## config.mk

```make
export PLATFORM = sky130hd
export DESIGN_NAME = baf_top
export DESIGN_NICKNAME = d
export VERILOG_FILES = /design/src/rtl/baf_pkg.sv /design/src/rtl/baf_top.sv
export VERILOG_INCLUDE_DIRS = /design/src /design/src/rtl
export SDC_FILE = /design/constraint.sdc
export NUM_CORES = 1
export LEC_CHECK = 0
export BUFFER_PORTS_ARGS = -buffer_cell sky130_fd_sc_hd__buf_2
export CAP_MARGIN = 20
export CORE_MARGIN = 2
export CORE_UTILIZATION = 50
export CTS_CLUSTER_DIAMETER = 50
export DETAILED_ROUTE_END_ITERATION = 8
export GPL_TIMING_DRIVEN = 0
export PLACE_DENSITY = 0.73
export SETUP_SLACK_MARGIN = 0.5
export SLEW_MARGIN = 20
export SYNTH_ARGS = -nofsm -noshare
export SYNTH_HDL_FRONTEND = slang
export SYNTH_SLANG_ARGS = --single-unit
```

## constraint.sdc

```tcl
create_clock -name clk_in -period 2.3 [get_ports clk_in]
set_input_delay 0.23 -clock clk_in [delete_from_list [all_inputs] [get_ports clk_in]]
set_output_delay 0.23 -clock clk_in [all_outputs]
set_load 0.005 [all_outputs]
```

## src/rtl/baf_params.svh

```systemverilog
// Offsets, field positions, reset values and timing counts for the
// bus arbitration and fault capture block.
// Assumes a 10 MHz core clock and byte addressing on the register bus.
`ifndef BAF_PARAMS_SVH
`define BAF_PARAMS_SVH

// ----------------------------------------------------------------------
// Register byte offsets
// ----------------------------------------------------------------------
`define BAF_OFF_CTRL   5'h00
`define BAF_OFF_CMD    5'h04
`define BAF_OFF_STAT   5'h08
`define BAF_OFF_FAULT  5'h0c
`define BAF_OFF_LIMIT  5'h10
`define BAF_OFF_WDOG   5'h14

// ----------------------------------------------------------------------
// Field positions
// ----------------------------------------------------------------------
`define BAF_CTRL_FLAG  2
`define BAF_CTRL_ILL   3
`define BAF_CMD_RD     8
`define BAF_CMD_MEM    9
`define BAF_CMD_DAT    10
`define BAF_CMD_LOCK   11
`define BAF_CMD_GO     31
`define BAF_F_PV_CPU   0
`define BAF_F_PV_EXT   1
`define BAF_F_PAR      2
`define BAF_F_EXT_MEM  5
`define BAF_F_SYS0     7
`define BAF_F_EXT_IO   8
`define BAF_F_SYS1_A   13
`define BAF_F_SYS1_B   15

// ----------------------------------------------------------------------
// Reset values and timing
// ----------------------------------------------------------------------
`define BAF_CTRL_RST   4'h0
`define BAF_LIMIT_RST  8'hff
`define BAF_WDOG_RST   16'h0000
`define BAF_EDC_BITS   6
`define BAF_CLK_NS     100
`define BAF_BUS_TMO_NS 2000
`define BAF_BUS_TMO_CYC (`BAF_BUS_TMO_NS / `BAF_CLK_NS)

`endif

```

## src/rtl/baf_pkg.sv

```systemverilog
// Types shared by the bus arbitration and fault capture block.
// Assumes nothing beyond a SystemVerilog compiler.
package baf_pkg;

	// ------------------------------------------------------------------
	// Own bus cycle sequencer
	// ------------------------------------------------------------------
	typedef enum logic [2:0] {
		baf_st_idle = 3'h0,
		baf_st_req  = 3'h1,
		baf_st_addr = 3'h2,
		baf_st_data = 3'h3,
		baf_st_gap  = 3'h4
	} baf_state_t;

	// ------------------------------------------------------------------
	// Error checking modes
	// ------------------------------------------------------------------
	typedef enum logic [1:0] {
		baf_edc_none = 2'h0,
		baf_edc_even = 2'h1,
		baf_edc_odd  = 2'h2,
		baf_edc_corr = 2'h3
	} baf_edc_t;

endpackage

```

## src/rtl/baf_top.sv

```systemverilog
// Bus requester, four-way arbiter and fault register capture.
// Assumes pins resolved outside; all pin inputs are asynchronous.
//
// Operation
// - Bus request low while the bus is needed, high once our cycle starts.
// - Start a cycle next clock when granted and bus neither busy nor locked.
// - Grant high releases every bus-owner line to high impedance.
// - Busy line frames each cycle; its rising edge captures faults.
// - Busy is undriven in foreign cycles but still watched for faults.
// - Hold line mimics busy in unlocked cycles, undriven in foreign ones.
// - Read-modify-write commands keep hold low across both cycles.
// - Four active-low requests, input 0 highest, input 3 lowest.
// - Grant stays while owner locks, withdrawn on a higher request.
// - A preempting master is granted only after hold is released.
// - Protect violation sets fault bit 0 own cycle, bit 1 foreign.
// - Parity fault in memory cycle sets fault bit 2 at busy rise.
// - Parity or correction mode selectable; none (reset) masks parity.
// - External address fault sets bit 5 for memory, bit 8 for I/O.
// - Address fault out low when an access hits unimplemented space.
// - System fault rising edges set bit 7, or bits 13 and 15.
// - Illegal address output; input in correction mode; reset high-Z.
// - Write permit or protect flag pin, permit mode after reset.
// - Read parity error low; ram-off handshake in correction mode.
// - Timeout pulse on bus time-out or watchdog expiry.
//
// Register access over Avalon-MM and the address map were chosen for this implementation.
`include "baf_params.svh"
`timescale 1ns/1ps
`default_nettype none

module baf_top (
	// Clock and reset
	input  wire logic        clk_in,
	input  wire logic        nrst_in,
	// Avalon-MM slave
	input  wire logic [4:0]  avs_address_in,
	input  wire logic        avs_read_in,
	input  wire logic        avs_write_in,
	input  wire logic [31:0] avs_writedata_in,
	output logic      [31:0] avs_readdata_out,
	output logic             avs_waitrequest_out,
	// Own bus ownership
	input  wire logic        cpu_bus_grant_n_in,
	output logic             cpu_bus_request_n_out,
	input  wire logic        bus_cycle_active_n_in,
	output logic             bus_cycle_active_n_out,
	output logic             bus_cycle_active_oe_n_out,
	input  wire logic        bus_hold_n_in,
	output logic             bus_hold_n_out,
	output logic             bus_hold_oe_n_out,
	// Bus owner lines
	output logic      [15:0] info_bus_out,
	output logic             owner_oe_n_out,
	output logic             data_not_instr_out,
	output logic             read_not_write_out,
	output logic             mem_not_io_out,
	input  wire logic        mem_not_io_in,
	output logic             addr_strobe_out,
	output logic             data_strobe_n_out,
	// Arbiter
	input  wire logic [3:0]  master_request_n_in,
	output logic      [3:0]  master_grant_n_out,
	// Fault inputs
	input  wire logic        protect_violation_n_in,
	input  wire logic        parity_fault_n_in,
	input  wire logic        ext_addr_fault_in_n_in,
	input  wire logic [1:0]  system_fault_in,
	// Fault and flag outputs
	output logic             ext_addr_fault_out_n_out,
	input  wire logic        illegal_addr_or_single_err_in,
	output logic             illegal_addr_or_single_err_out,
	output logic             illegal_addr_or_single_err_oe_n_out,
	output logic             write_permit_or_protect_flag_out,
	output logic             read_parity_err_or_ram_off_out,
	output logic             timeout_pulse_out
);
	import baf_pkg::*;

	// ------------------------------------------------------------------
	// Helpers
	// ------------------------------------------------------------------
	function automatic logic [1:0] baf_prio(input logic [3:0] act);
		baf_prio = act[0] ? 2'h0 : act[1] ? 2'h1 : act[2] ? 2'h2 : 2'h3;
	endfunction

	function automatic logic [3:0] baf_onehot(input logic [1:0] idx);
		baf_onehot = 4'h1 << idx;
	endfunction

	// ------------------------------------------------------------------
	// Pin synchronisers
	// ------------------------------------------------------------------
	logic [13:0] pin_raw;
	logic [13:0] sync1;
	logic [13:0] sync2;
	assign pin_raw = {cpu_bus_grant_n_in, bus_cycle_active_n_in,
		bus_hold_n_in, mem_not_io_in, master_request_n_in,
		protect_violation_n_in, parity_fault_n_in, ext_addr_fault_in_n_in,
		system_fault_in, illegal_addr_or_single_err_in};

	always_ff @(posedge clk_in or negedge nrst_in) begin
		if (!nrst_in) begin
			sync1 <= 14'h3ff8;
			sync2 <= 14'h3ff8;
		end else begin
			sync1 <= pin_raw;
			sync2 <= sync1;
		end
	end

	wire       grant_s  = sync2[13];
	wire       busy_s   = sync2[12];
	wire       hold_s   = sync2[11];
	wire       mem_s    = sync2[10];
	wire [3:0] mreq_n_s = sync2[9:6];
	wire       pv_s     = sync2[5];
	wire       par_s    = sync2[4];
	wire       ext_s    = sync2[3];
	wire [1:0] sys_s    = sync2[2:1];
	wire       single_s = sync2[0];

	// ------------------------------------------------------------------
	// Register bus
	// ------------------------------------------------------------------
	logic [3:0]  ctrl;
	logic [11:0] cmd;
	logic [7:0]  limit;
	logic [15:0] wd_reload;
	logic [15:0] wd_cnt;
	logic [15:0] fault;
	baf_state_t  state;
	baf_state_t  next_state;

	// One wait cycle per access keeps read data from a flop
	wire req_any = avs_read_in | avs_write_in;
	wire wr_acc  = avs_write_in & ~avs_waitrequest_out;
	wire hit_ctl = avs_address_in == `BAF_OFF_CTRL;
	wire hit_cmd = avs_address_in == `BAF_OFF_CMD;
	wire hit_st  = avs_address_in == `BAF_OFF_STAT;
	wire hit_flt = avs_address_in == `BAF_OFF_FAULT;
	wire hit_lim = avs_address_in == `BAF_OFF_LIMIT;
	wire hit_wd  = avs_address_in == `BAF_OFF_WDOG;
	wire [31:0] rd_mux =
		hit_ctl ? {28'h0, ctrl} :
		hit_cmd ? {20'h0, cmd} :
		hit_st  ? {20'h0, master_grant_n_out, 1'b0, state, ~grant_s,
			~busy_s, ~hold_s, ~timeout_pulse_out} :
		hit_flt ? {16'h0, fault} :
		hit_lim ? {24'h0, limit} :
		hit_wd  ? {16'h0, wd_reload} : 32'h0;
	wire next_waitreq = ~(req_any & avs_waitrequest_out);
	wire go_wr = wr_acc & hit_cmd & avs_writedata_in[`BAF_CMD_GO] &
		(state == baf_st_idle);

	always_ff @(posedge clk_in or negedge nrst_in) begin
		if (!nrst_in) begin
			avs_waitrequest_out <= 1'b1;
			avs_readdata_out    <= 32'h0;
			ctrl                <= `BAF_CTRL_RST;
			cmd                 <= 12'h0;
			limit               <= `BAF_LIMIT_RST;
		end else begin
			avs_waitrequest_out <= next_waitreq;
			avs_readdata_out    <= rd_mux;
			if (wr_acc & hit_ctl)
				ctrl <= avs_writedata_in[3:0];
			if (go_wr)
				cmd <= avs_writedata_in[11:0];
			if (wr_acc & hit_lim)
				limit <= avs_writedata_in[7:0];
		end
	end

	wire [7:0] cmd_page = cmd[7:0];
	wire       cmd_rd   = cmd[`BAF_CMD_RD];
	wire       cmd_mem  = cmd[`BAF_CMD_MEM];
	wire       cmd_dat  = cmd[`BAF_CMD_DAT];
	wire       cmd_lock = cmd[`BAF_CMD_LOCK];
	wire       corr     = ctrl[1:0] == baf_edc_corr;

	// ------------------------------------------------------------------
	// Own bus cycle sequencer
	// ------------------------------------------------------------------
	logic [7:0] tmo_cnt;
	logic       second;
	wire start_ok = ~grant_s & busy_s & hold_s;
	wire tmo_hit  = (state == baf_st_req) &
		(tmo_cnt == 8'(`BAF_BUS_TMO_CYC - 1));

	always_comb begin
		next_state = state;
		unique case (state)
			baf_st_idle: if (go_wr) next_state = baf_st_req;
			baf_st_req: begin
				if (tmo_hit)
					next_state = baf_st_idle;
				else if (start_ok)
					next_state = baf_st_addr;
			end
			baf_st_addr: next_state = baf_st_data;
			baf_st_data: begin
				if (cmd_lock & ~second)
					next_state = baf_st_gap;
				else
					next_state = baf_st_idle;
			end
			baf_st_gap: next_state = baf_st_addr;
			default: next_state = baf_st_idle;
		endcase
	end

	wire nx_cyc  = (next_state == baf_st_addr) |
		(next_state == baf_st_data);
	wire nx_own  = nx_cyc | (next_state == baf_st_gap);
	wire nx_drv  = nx_own & ~grant_s;
	wire nx_busy = ~nx_cyc;
	wire nx_illg = nx_cyc & (cmd_page > limit);
	wire par_on  = ~par_s & (ctrl[1:0] != baf_edc_none);
	wire nx_perm = ~((next_state == baf_st_data) & cmd_mem & ~cmd_rd &
		pv_s);
	wire nx_rpar = corr ? single_s :
		~((state == baf_st_data) & cmd_rd & cmd_mem & par_on);

	always_ff @(posedge clk_in or negedge nrst_in) begin
		if (!nrst_in) begin
			state                     <= baf_st_idle;
			second                    <= 1'b0;
			tmo_cnt                   <= 8'h0;
			cpu_bus_request_n_out     <= 1'b1;
			bus_cycle_active_n_out    <= 1'b1;
			bus_cycle_active_oe_n_out <= 1'b1;
			bus_hold_n_out            <= 1'b1;
			bus_hold_oe_n_out         <= 1'b1;
			owner_oe_n_out            <= 1'b1;
			info_bus_out              <= 16'h0;
			data_not_instr_out        <= 1'b0;
			read_not_write_out        <= 1'b1;
			mem_not_io_out            <= 1'b1;
			addr_strobe_out           <= 1'b0;
			data_strobe_n_out         <= 1'b1;
			ext_addr_fault_out_n_out  <= 1'b1;
		end else begin
			state   <= next_state;
			second  <= (state == baf_st_gap) |
				(second & (state != baf_st_idle));
			tmo_cnt <= (state == baf_st_req) ? tmo_cnt + 8'h1 : 8'h0;
			cpu_bus_request_n_out     <= next_state != baf_st_req;
			bus_cycle_active_n_out    <= nx_busy;
			bus_cycle_active_oe_n_out <= ~nx_drv;
			bus_hold_n_out            <= ~cmd_lock & nx_busy;
			bus_hold_oe_n_out         <= ~nx_drv;
			owner_oe_n_out            <= ~nx_drv;
			info_bus_out              <= {8'h0, cmd_page};
			data_not_instr_out        <= cmd_dat;
			read_not_write_out        <= cmd_rd;
			mem_not_io_out            <= cmd_mem;
			addr_strobe_out           <= next_state == baf_st_addr;
			data_strobe_n_out         <= next_state != baf_st_data;
			ext_addr_fault_out_n_out  <= ~nx_illg;
		end
	end

	// ------------------------------------------------------------------
	// Fault capture
	// ------------------------------------------------------------------
	// Own-cycle marker delayed to line up with the synchronised busy
	logic       busy_q;
	logic       own_d1;
	logic       own_d2;
	logic       cyc_own;
	logic       cyc_mem;
	logic [1:0] sys_q;
	logic       prot_flag;
	wire busy_rise = busy_s & ~busy_q;
	wire busy_fall = ~busy_s & busy_q;
	wire [1:0] sys_rise = sys_s & ~sys_q;
	wire [15:0] flt_set =
		({15'h0, busy_rise & ~pv_s & cyc_own} << `BAF_F_PV_CPU) |
		({15'h0, busy_rise & ~pv_s & ~cyc_own} << `BAF_F_PV_EXT) |
		({15'h0, busy_rise & par_on & cyc_mem} << `BAF_F_PAR) |
		({15'h0, busy_rise & ~ext_s & cyc_mem} << `BAF_F_EXT_MEM) |
		({15'h0, busy_rise & ~ext_s & ~cyc_mem} << `BAF_F_EXT_IO) |
		({15'h0, sys_rise[0]} << `BAF_F_SYS0) |
		({15'h0, sys_rise[1]} << `BAF_F_SYS1_A) |
		({15'h0, sys_rise[1]} << `BAF_F_SYS1_B);
	wire [15:0] flt_clr = (wr_acc & hit_flt) ? avs_writedata_in[15:0] :
		16'h0;
	wire prot_set = busy_rise & cyc_own & ~pv_s & ~cmd_rd;

	always_ff @(posedge clk_in or negedge nrst_in) begin
		if (!nrst_in) begin
			busy_q    <= 1'b1;
			own_d1    <= 1'b0;
			own_d2    <= 1'b0;
			cyc_own   <= 1'b0;
			cyc_mem   <= 1'b1;
			sys_q     <= 2'h0;
			fault     <= 16'h0;
			prot_flag <= 1'b0;
		end else begin
			busy_q <= busy_s;
			own_d1 <= ~bus_cycle_active_oe_n_out & ~bus_cycle_active_n_out;
			own_d2 <= own_d1;
			if (!busy_s) begin
				cyc_own <= own_d2;
				cyc_mem <= mem_s;
			end
			sys_q     <= sys_s;
			// Set wins so an event in the clearing cycle survives
			fault     <= (fault & ~flt_clr) | flt_set;
			prot_flag <= prot_set | (prot_flag & ~busy_fall);
		end
	end

	// ------------------------------------------------------------------
	// Dual-purpose pins and watchdog
	// ------------------------------------------------------------------
	wire wd_fire = (wd_reload != 16'h0) & (wd_cnt == 16'h1);

	always_ff @(posedge clk_in or negedge nrst_in) begin
		if (!nrst_in) begin
			illegal_addr_or_single_err_out      <= 1'b1;
			illegal_addr_or_single_err_oe_n_out <= 1'b1;
			write_permit_or_protect_flag_out    <= 1'b1;
			read_parity_err_or_ram_off_out      <= 1'b1;
			timeout_pulse_out                   <= 1'b0;
			wd_reload                           <= `BAF_WDOG_RST;
			wd_cnt                              <= `BAF_WDOG_RST;
		end else begin
			illegal_addr_or_single_err_out      <= ~nx_illg;
			illegal_addr_or_single_err_oe_n_out <=
				~(ctrl[`BAF_CTRL_ILL] & ~corr);
			write_permit_or_protect_flag_out    <=
				ctrl[`BAF_CTRL_FLAG] ? prot_flag : nx_perm;
			read_parity_err_or_ram_off_out      <= nx_rpar;
			timeout_pulse_out <= wd_fire | tmo_hit;
			if (wr_acc & hit_wd) begin
				wd_reload <= avs_writedata_in[15:0];
				wd_cnt    <= avs_writedata_in[15:0];
			end else if (wd_fire)
				wd_cnt <= wd_reload;
			else if (wd_cnt != 16'h0)
				wd_cnt <= wd_cnt - 16'h1;
		end
	end

	// ------------------------------------------------------------------
	// Arbiter
	// ------------------------------------------------------------------
	// Preempted lock owner loses grant at once; newcomer waits for hold
	wire [3:0] mreq  = ~mreq_n_s;
	wire       hp_v  = |mreq;
	wire [1:0] hp    = baf_prio(mreq);
	wire       cur_v = ~&master_grant_n_out;
	wire [1:0] cur   = baf_prio(~master_grant_n_out);
	wire [3:0] next_grant_n =
		!cur_v ? ((hp_v & hold_s) ? ~baf_onehot(hp) : 4'hf) :
		!hold_s ? ((hp_v & (hp < cur)) ? 4'hf :
			master_grant_n_out) :
		hp_v ? ~baf_onehot(hp) : 4'hf;

	always_ff @(posedge clk_in or negedge nrst_in) begin
		if (!nrst_in)
			master_grant_n_out <= 4'hf;
		else
			master_grant_n_out <= next_grant_n;
	end

	// ------------------------------------------------------------------
	// Checks
	// ------------------------------------------------------------------
	a_req_release: assert property (@(posedge clk_in) disable iff (!nrst_in)
		(state == baf_st_addr) |-> cpu_bus_request_n_out)
		else $error("request still low after cycle start");
	a_start_cond: assert property (@(posedge clk_in) disable iff (!nrst_in)
		(state == baf_st_req) ##1 (state == baf_st_addr) |->
		$past(!grant_s && busy_s && hold_s))
		else $error("cycle started without free granted bus");
	a_grant_float: assert property (@(posedge clk_in) disable iff (!nrst_in)
		grant_s |=> owner_oe_n_out && bus_cycle_active_oe_n_out)
		else $error("owner lines driven without grant");
	a_hold_mimic: assert property (@(posedge clk_in) disable iff (!nrst_in)
		(!cmd_lock && !bus_hold_oe_n_out) |->
		bus_hold_n_out == bus_cycle_active_n_out)
		else $error("hold does not follow busy");
	a_lock_span: assert property (@(posedge clk_in) disable iff (!nrst_in)
		(state == baf_st_data && cmd_lock && !second) |=>
		(!bus_hold_n_out)[*3])
		else $error("hold released inside locked pair");
	a_arb_prio: assert property (@(posedge clk_in) disable iff (!nrst_in)
		(hold_s && !mreq_n_s[0]) |=> !master_grant_n_out[0])
		else $error("top request not granted");
	a_lock_wait: assert property (@(posedge clk_in) disable iff (!nrst_in)
		(!hold_s && master_grant_n_out == 4'hf) |=>
		master_grant_n_out == 4'hf)
		else $error("grant issued while bus locked");
	a_grant_one: assert property (@(posedge clk_in) disable iff (!nrst_in)
		$countones(~master_grant_n_out) <= 1)
		else $error("two grants at once");
	a_pv_own: assert property (@(posedge clk_in) disable iff (!nrst_in)
		(busy_rise && !pv_s && cyc_own) |=> fault[0])
		else $error("own protect fault lost");
	a_par_mask: assert property (@(posedge clk_in) disable iff (!nrst_in)
		(ctrl[1:0] == baf_edc_none && !fault[2]) |=> !fault[2])
		else $error("parity captured with checking off");
	a_ext_mem: assert property (@(posedge clk_in) disable iff (!nrst_in)
		(busy_rise && !ext_s && cyc_mem) |=> fault[5])
		else $error("memory address fault lost");
	a_sys_one: assert property (@(posedge clk_in) disable iff (!nrst_in)
		sys_rise[1] |=> fault[13] && fault[15])
		else $error("system fault 1 edge lost");

endmodule

`default_nettype wire

```

==> flow_metrics.tcl <==
set metrics [dict create \
    yosysWarnings 0 \
    design_area_um2 9120 \
    gp_congestion 0.909 \
    grt_antenna_before_repair 0 \
    dpl-instance-area_um2 7800 \
    firstDrtPassIters 6 \
    postRouteAntennaNets 0 \
    cp_max_fo 5 \
    overflow 0 \
    worst_clock_skew_ps 6.34 \
    synth_top_family_by_area "simple AND/OR/NAND/NOR gates" \
    pwr-share-clk 0.351 \
    critPathKind "reg2reg" \
    regArea_um2 4140 \
    status "finished, final reports clean" \
    relSlewSlack 0.487 \
    portBuffers 84 \
    grt_pass1_wl_mm 28.4 \
    synth_seq_area_share 0.594 \
    synthSimpleGateAreaFrac 0.152 \
    drc_errors 0 \
    start_kind "register" \
    period_needed_ps 2150 \
    rsz0062_at_grt "true" \
    synthArstFlopShare 1.00 \
    arrival_ps 2450 \
    wire_per_inst_um 18.5 \
    synth_edf_count 0 \
    die_area_um2 14900 \
    cts_tree "yes" \
    core_area_um2 13700 \
    via_count 5575 \
    wl_mm 18.5 \
    cts.sinks 163 \
    synthMostInstantiatedCell "dfrtp_1" \
    p_int_mw 5.60 \
    finalSetupViolCount 0 \
    min_path_type "in2reg" \
    ir_worst_vdd_mv 0.533 \
    worstPathRequired_ps 2600 \
    grt_pass1_vias 5446 \
    cap_violations 0 \
    initial_core_util 0.508 \
    synthAdderAreaFrac 0.0215 \
    p_sw_mw 2.38 \
    layout.nets 875 \
    multi_input_comb_area_um2 2760 \
    synth_xor_area_frac 0.0237 \
    setup.worst_path.end_class "register" \
    area_delta_synth_final_pct 30.9 \
    netlist.area_leader.share 0.413 \
    yosys.area.top_type "dfrtp_1" \
    comb_power_share 0.193 \
    cts_root_buf "clkbuf_16" \
    postSynthCellCount 627 \
    drv_slew 0 \
    tns_ps 0 \
    die_y_um 122 \
    syn_area_per_cell_um2 11.1 \
    muxShareOfSynthArea 0.0318 \
    hold-worst-slack_ps 34.2 \
    pwr-share-seq 0.456 \
    hold_viol_final 0 \
    leakage_nw 4.37 \
    grt_max_degree 90 \
    power.density_nw_per_um2 874 \
    max_freq_ghz 0.466 \
    clk-insertion-delay-late_ps 430 \
    die_width_um 122 \
    synthesis.area_um2 6970 \
    n_antenna_cell 0 \
    hpwlAfterDp_mm 12.3 \
    synth_compound_area_frac 0.118 \
    tightest_slew_ps 764 \
    viasPerCell 5.57 \
    period_share 0.934 \
    cts.clk_slew.worst_paths_ps 70 \
    rows 43 \
    cts-buffers-inserted 17 \
    synth_area_leaders "dfrtp_1 41%, dfstp_2 18%, nand2_1 5.0%" \
    grt_usage 0.254 \
    synth_top_cells_by_count "115 x dfrtp_1, 93 x nand2_1, 48 x dfstp_2" \
    switching_share 0.298 \
    synth.ff_latch_count 163 \
    cts-htree-levels 4 \
    ioPinCount 125 \
    synth_ff_type "dfrtp_1" \
    cts_buffer_depth 2 \
    drtIter0Drc 594 \
    fill_cells 1020 \
    synth_cell_type_count 57 \
    drive_gt1_frac 0.385 \
]
==> flip-flops by register name, summed over array words and instances, names as in the netlist, 2 cells and up, named ones only <==
signal,cells
tmo_cnt,8
wd_reload,16
state,3
wd_cnt,16
avs_readdata_out,16
cmd,12
limit,8
master_grant_n_out,4
sync1,14
ctrl,4
sys_q,2
sync2,14
info_bus_out,8
fault,16
==> power groups by stage <==
| stage | clock network (mW) | logic, mW | registers [mW] |
|---|---|---|---|
| 6_report | 2.80 | 1.54 | 3.63 |
| 5_1_grt | 2.96 | 1.70 | 3.67 |
| 3_5_place_dp | 0 | 1.18 | 3.67 |
| 2_1_floorplan | 0 | 0.788 | 3.59 |
| 3_3_place_gp | 0 | 1.13 | 3.66 |
| 4_1_cts | 2.83 | 1.41 | 3.62 |
==> through the flow <==
| stage | utilization | std cells | power (mW) | setup slack, ps |
|---|---|---|---|---|
| CTS | 0.649 | 986 | 7.86 | 211 |
| finish | 0.665 | 1001 | 7.98 | 153 |
| floorplan | - | 650 | 4.37 | 244 |
| global route | 0.665 | 1001 | 8.32 | 101 |
| detailed placement | 0.568 | 915 | 4.85 | -190 |
| global placement | 0.565 | 914 | 4.79 | -1300 |
==> cell type report <==
class | count | share of cell area
Tap cell | 180 | 0.0247
Clock inverter | 14 | 0.0155
Clock buffer | 18 | 0.0481
Sequential cell | 163 | 0.454
Multi-Input combinational cell | 413 | 0.302
Buffer | 52 | 0.0413
Timing Repair Buffer | 139 | 0.105
Inverter | 22 | 0.00905
==> placed cells by master, fill, tap and decap left out, types with 17 or more instances in the layout <==
cell type      synthesis  layout
a21oi_1               19      19
buf_2                  4      87
buf_4                 29      56
clkbuf_16              0      17
conb_1                 1      24
dfrtp_1              115     111
dfstp_2               48      48
dlygate4sd3_1          0      17
inv_1                 22      20
mux2_2                17      17
nand2_1               93      92
nor2_1                43      41
o21ai_0               26      21
==> path summary, 6_finish.rpt <==
path / start / end / slack [ps] / depth (start not counted)
min in group asynchronous: nrst_in / avs_readdata_out[13]$_DFF_PN0_ / 400 / 2
max in group asynchronous: nrst_in / avs_waitrequest_out$_DFF_PN1_ / 1060 / 3
worst min register to register: own_d1$_DFF_PN0_ / own_d2$_DFF_PN0_ / 350 / 0
worst max register to register: wd_cnt[9]$_DFFE_PN0P_ / wd_cnt[0]$_DFFE_PN0P_ / 150 / 6
worst max-delay path: wd_cnt[9]$_DFFE_PN0P_ / wd_cnt[0]$_DFFE_PN0P_ / 150 / 6
worst min-delay path: avs_writedata_in[15] / wd_reload[15]$_DFFE_PN0P_ / 30 / 3
==> worst max-delay path, cell delays in order, from the launching register on <==
cell	delay [ps]
dfrtp_1	400
or4_4	590
or4_4	540
buf_8	150
xnor2_2	130
mux2i_1	130
a21oi_1	80
==> what timing repair did <==
item	in CTS	in global routing
resized for setup	48	29
setup buffers	21	14
pin swaps	17	13
endpoints found under the hold margin	74	0
cloned	1	1
hold buffers	17	0
setup endpoints to repair	62	57
==> logic make-up after synthesis <==
kind of cell / after synthesis
other: 1
buffers and inverters: 74
and+or+nand+nor: 219
DFF: 163
AOI/OAI and AO/OA: 120
muxes: 20
xor gates and xnor gates: 18
adders and majority gates: 12
==> layer usage <==
metal / up-vias / part of all wire / track usage
li1: 2505 / - / -
met1: 2772 / 0.40 / 0.331
met2: 253 / 0.49 / 0.409
met3: 45 / 0.076 / 0.0698
met4: 0 / 0.026 / 0.0927
met5: - / 0 / 0
No activity file was read; power rests on OpenSTA's default activity.
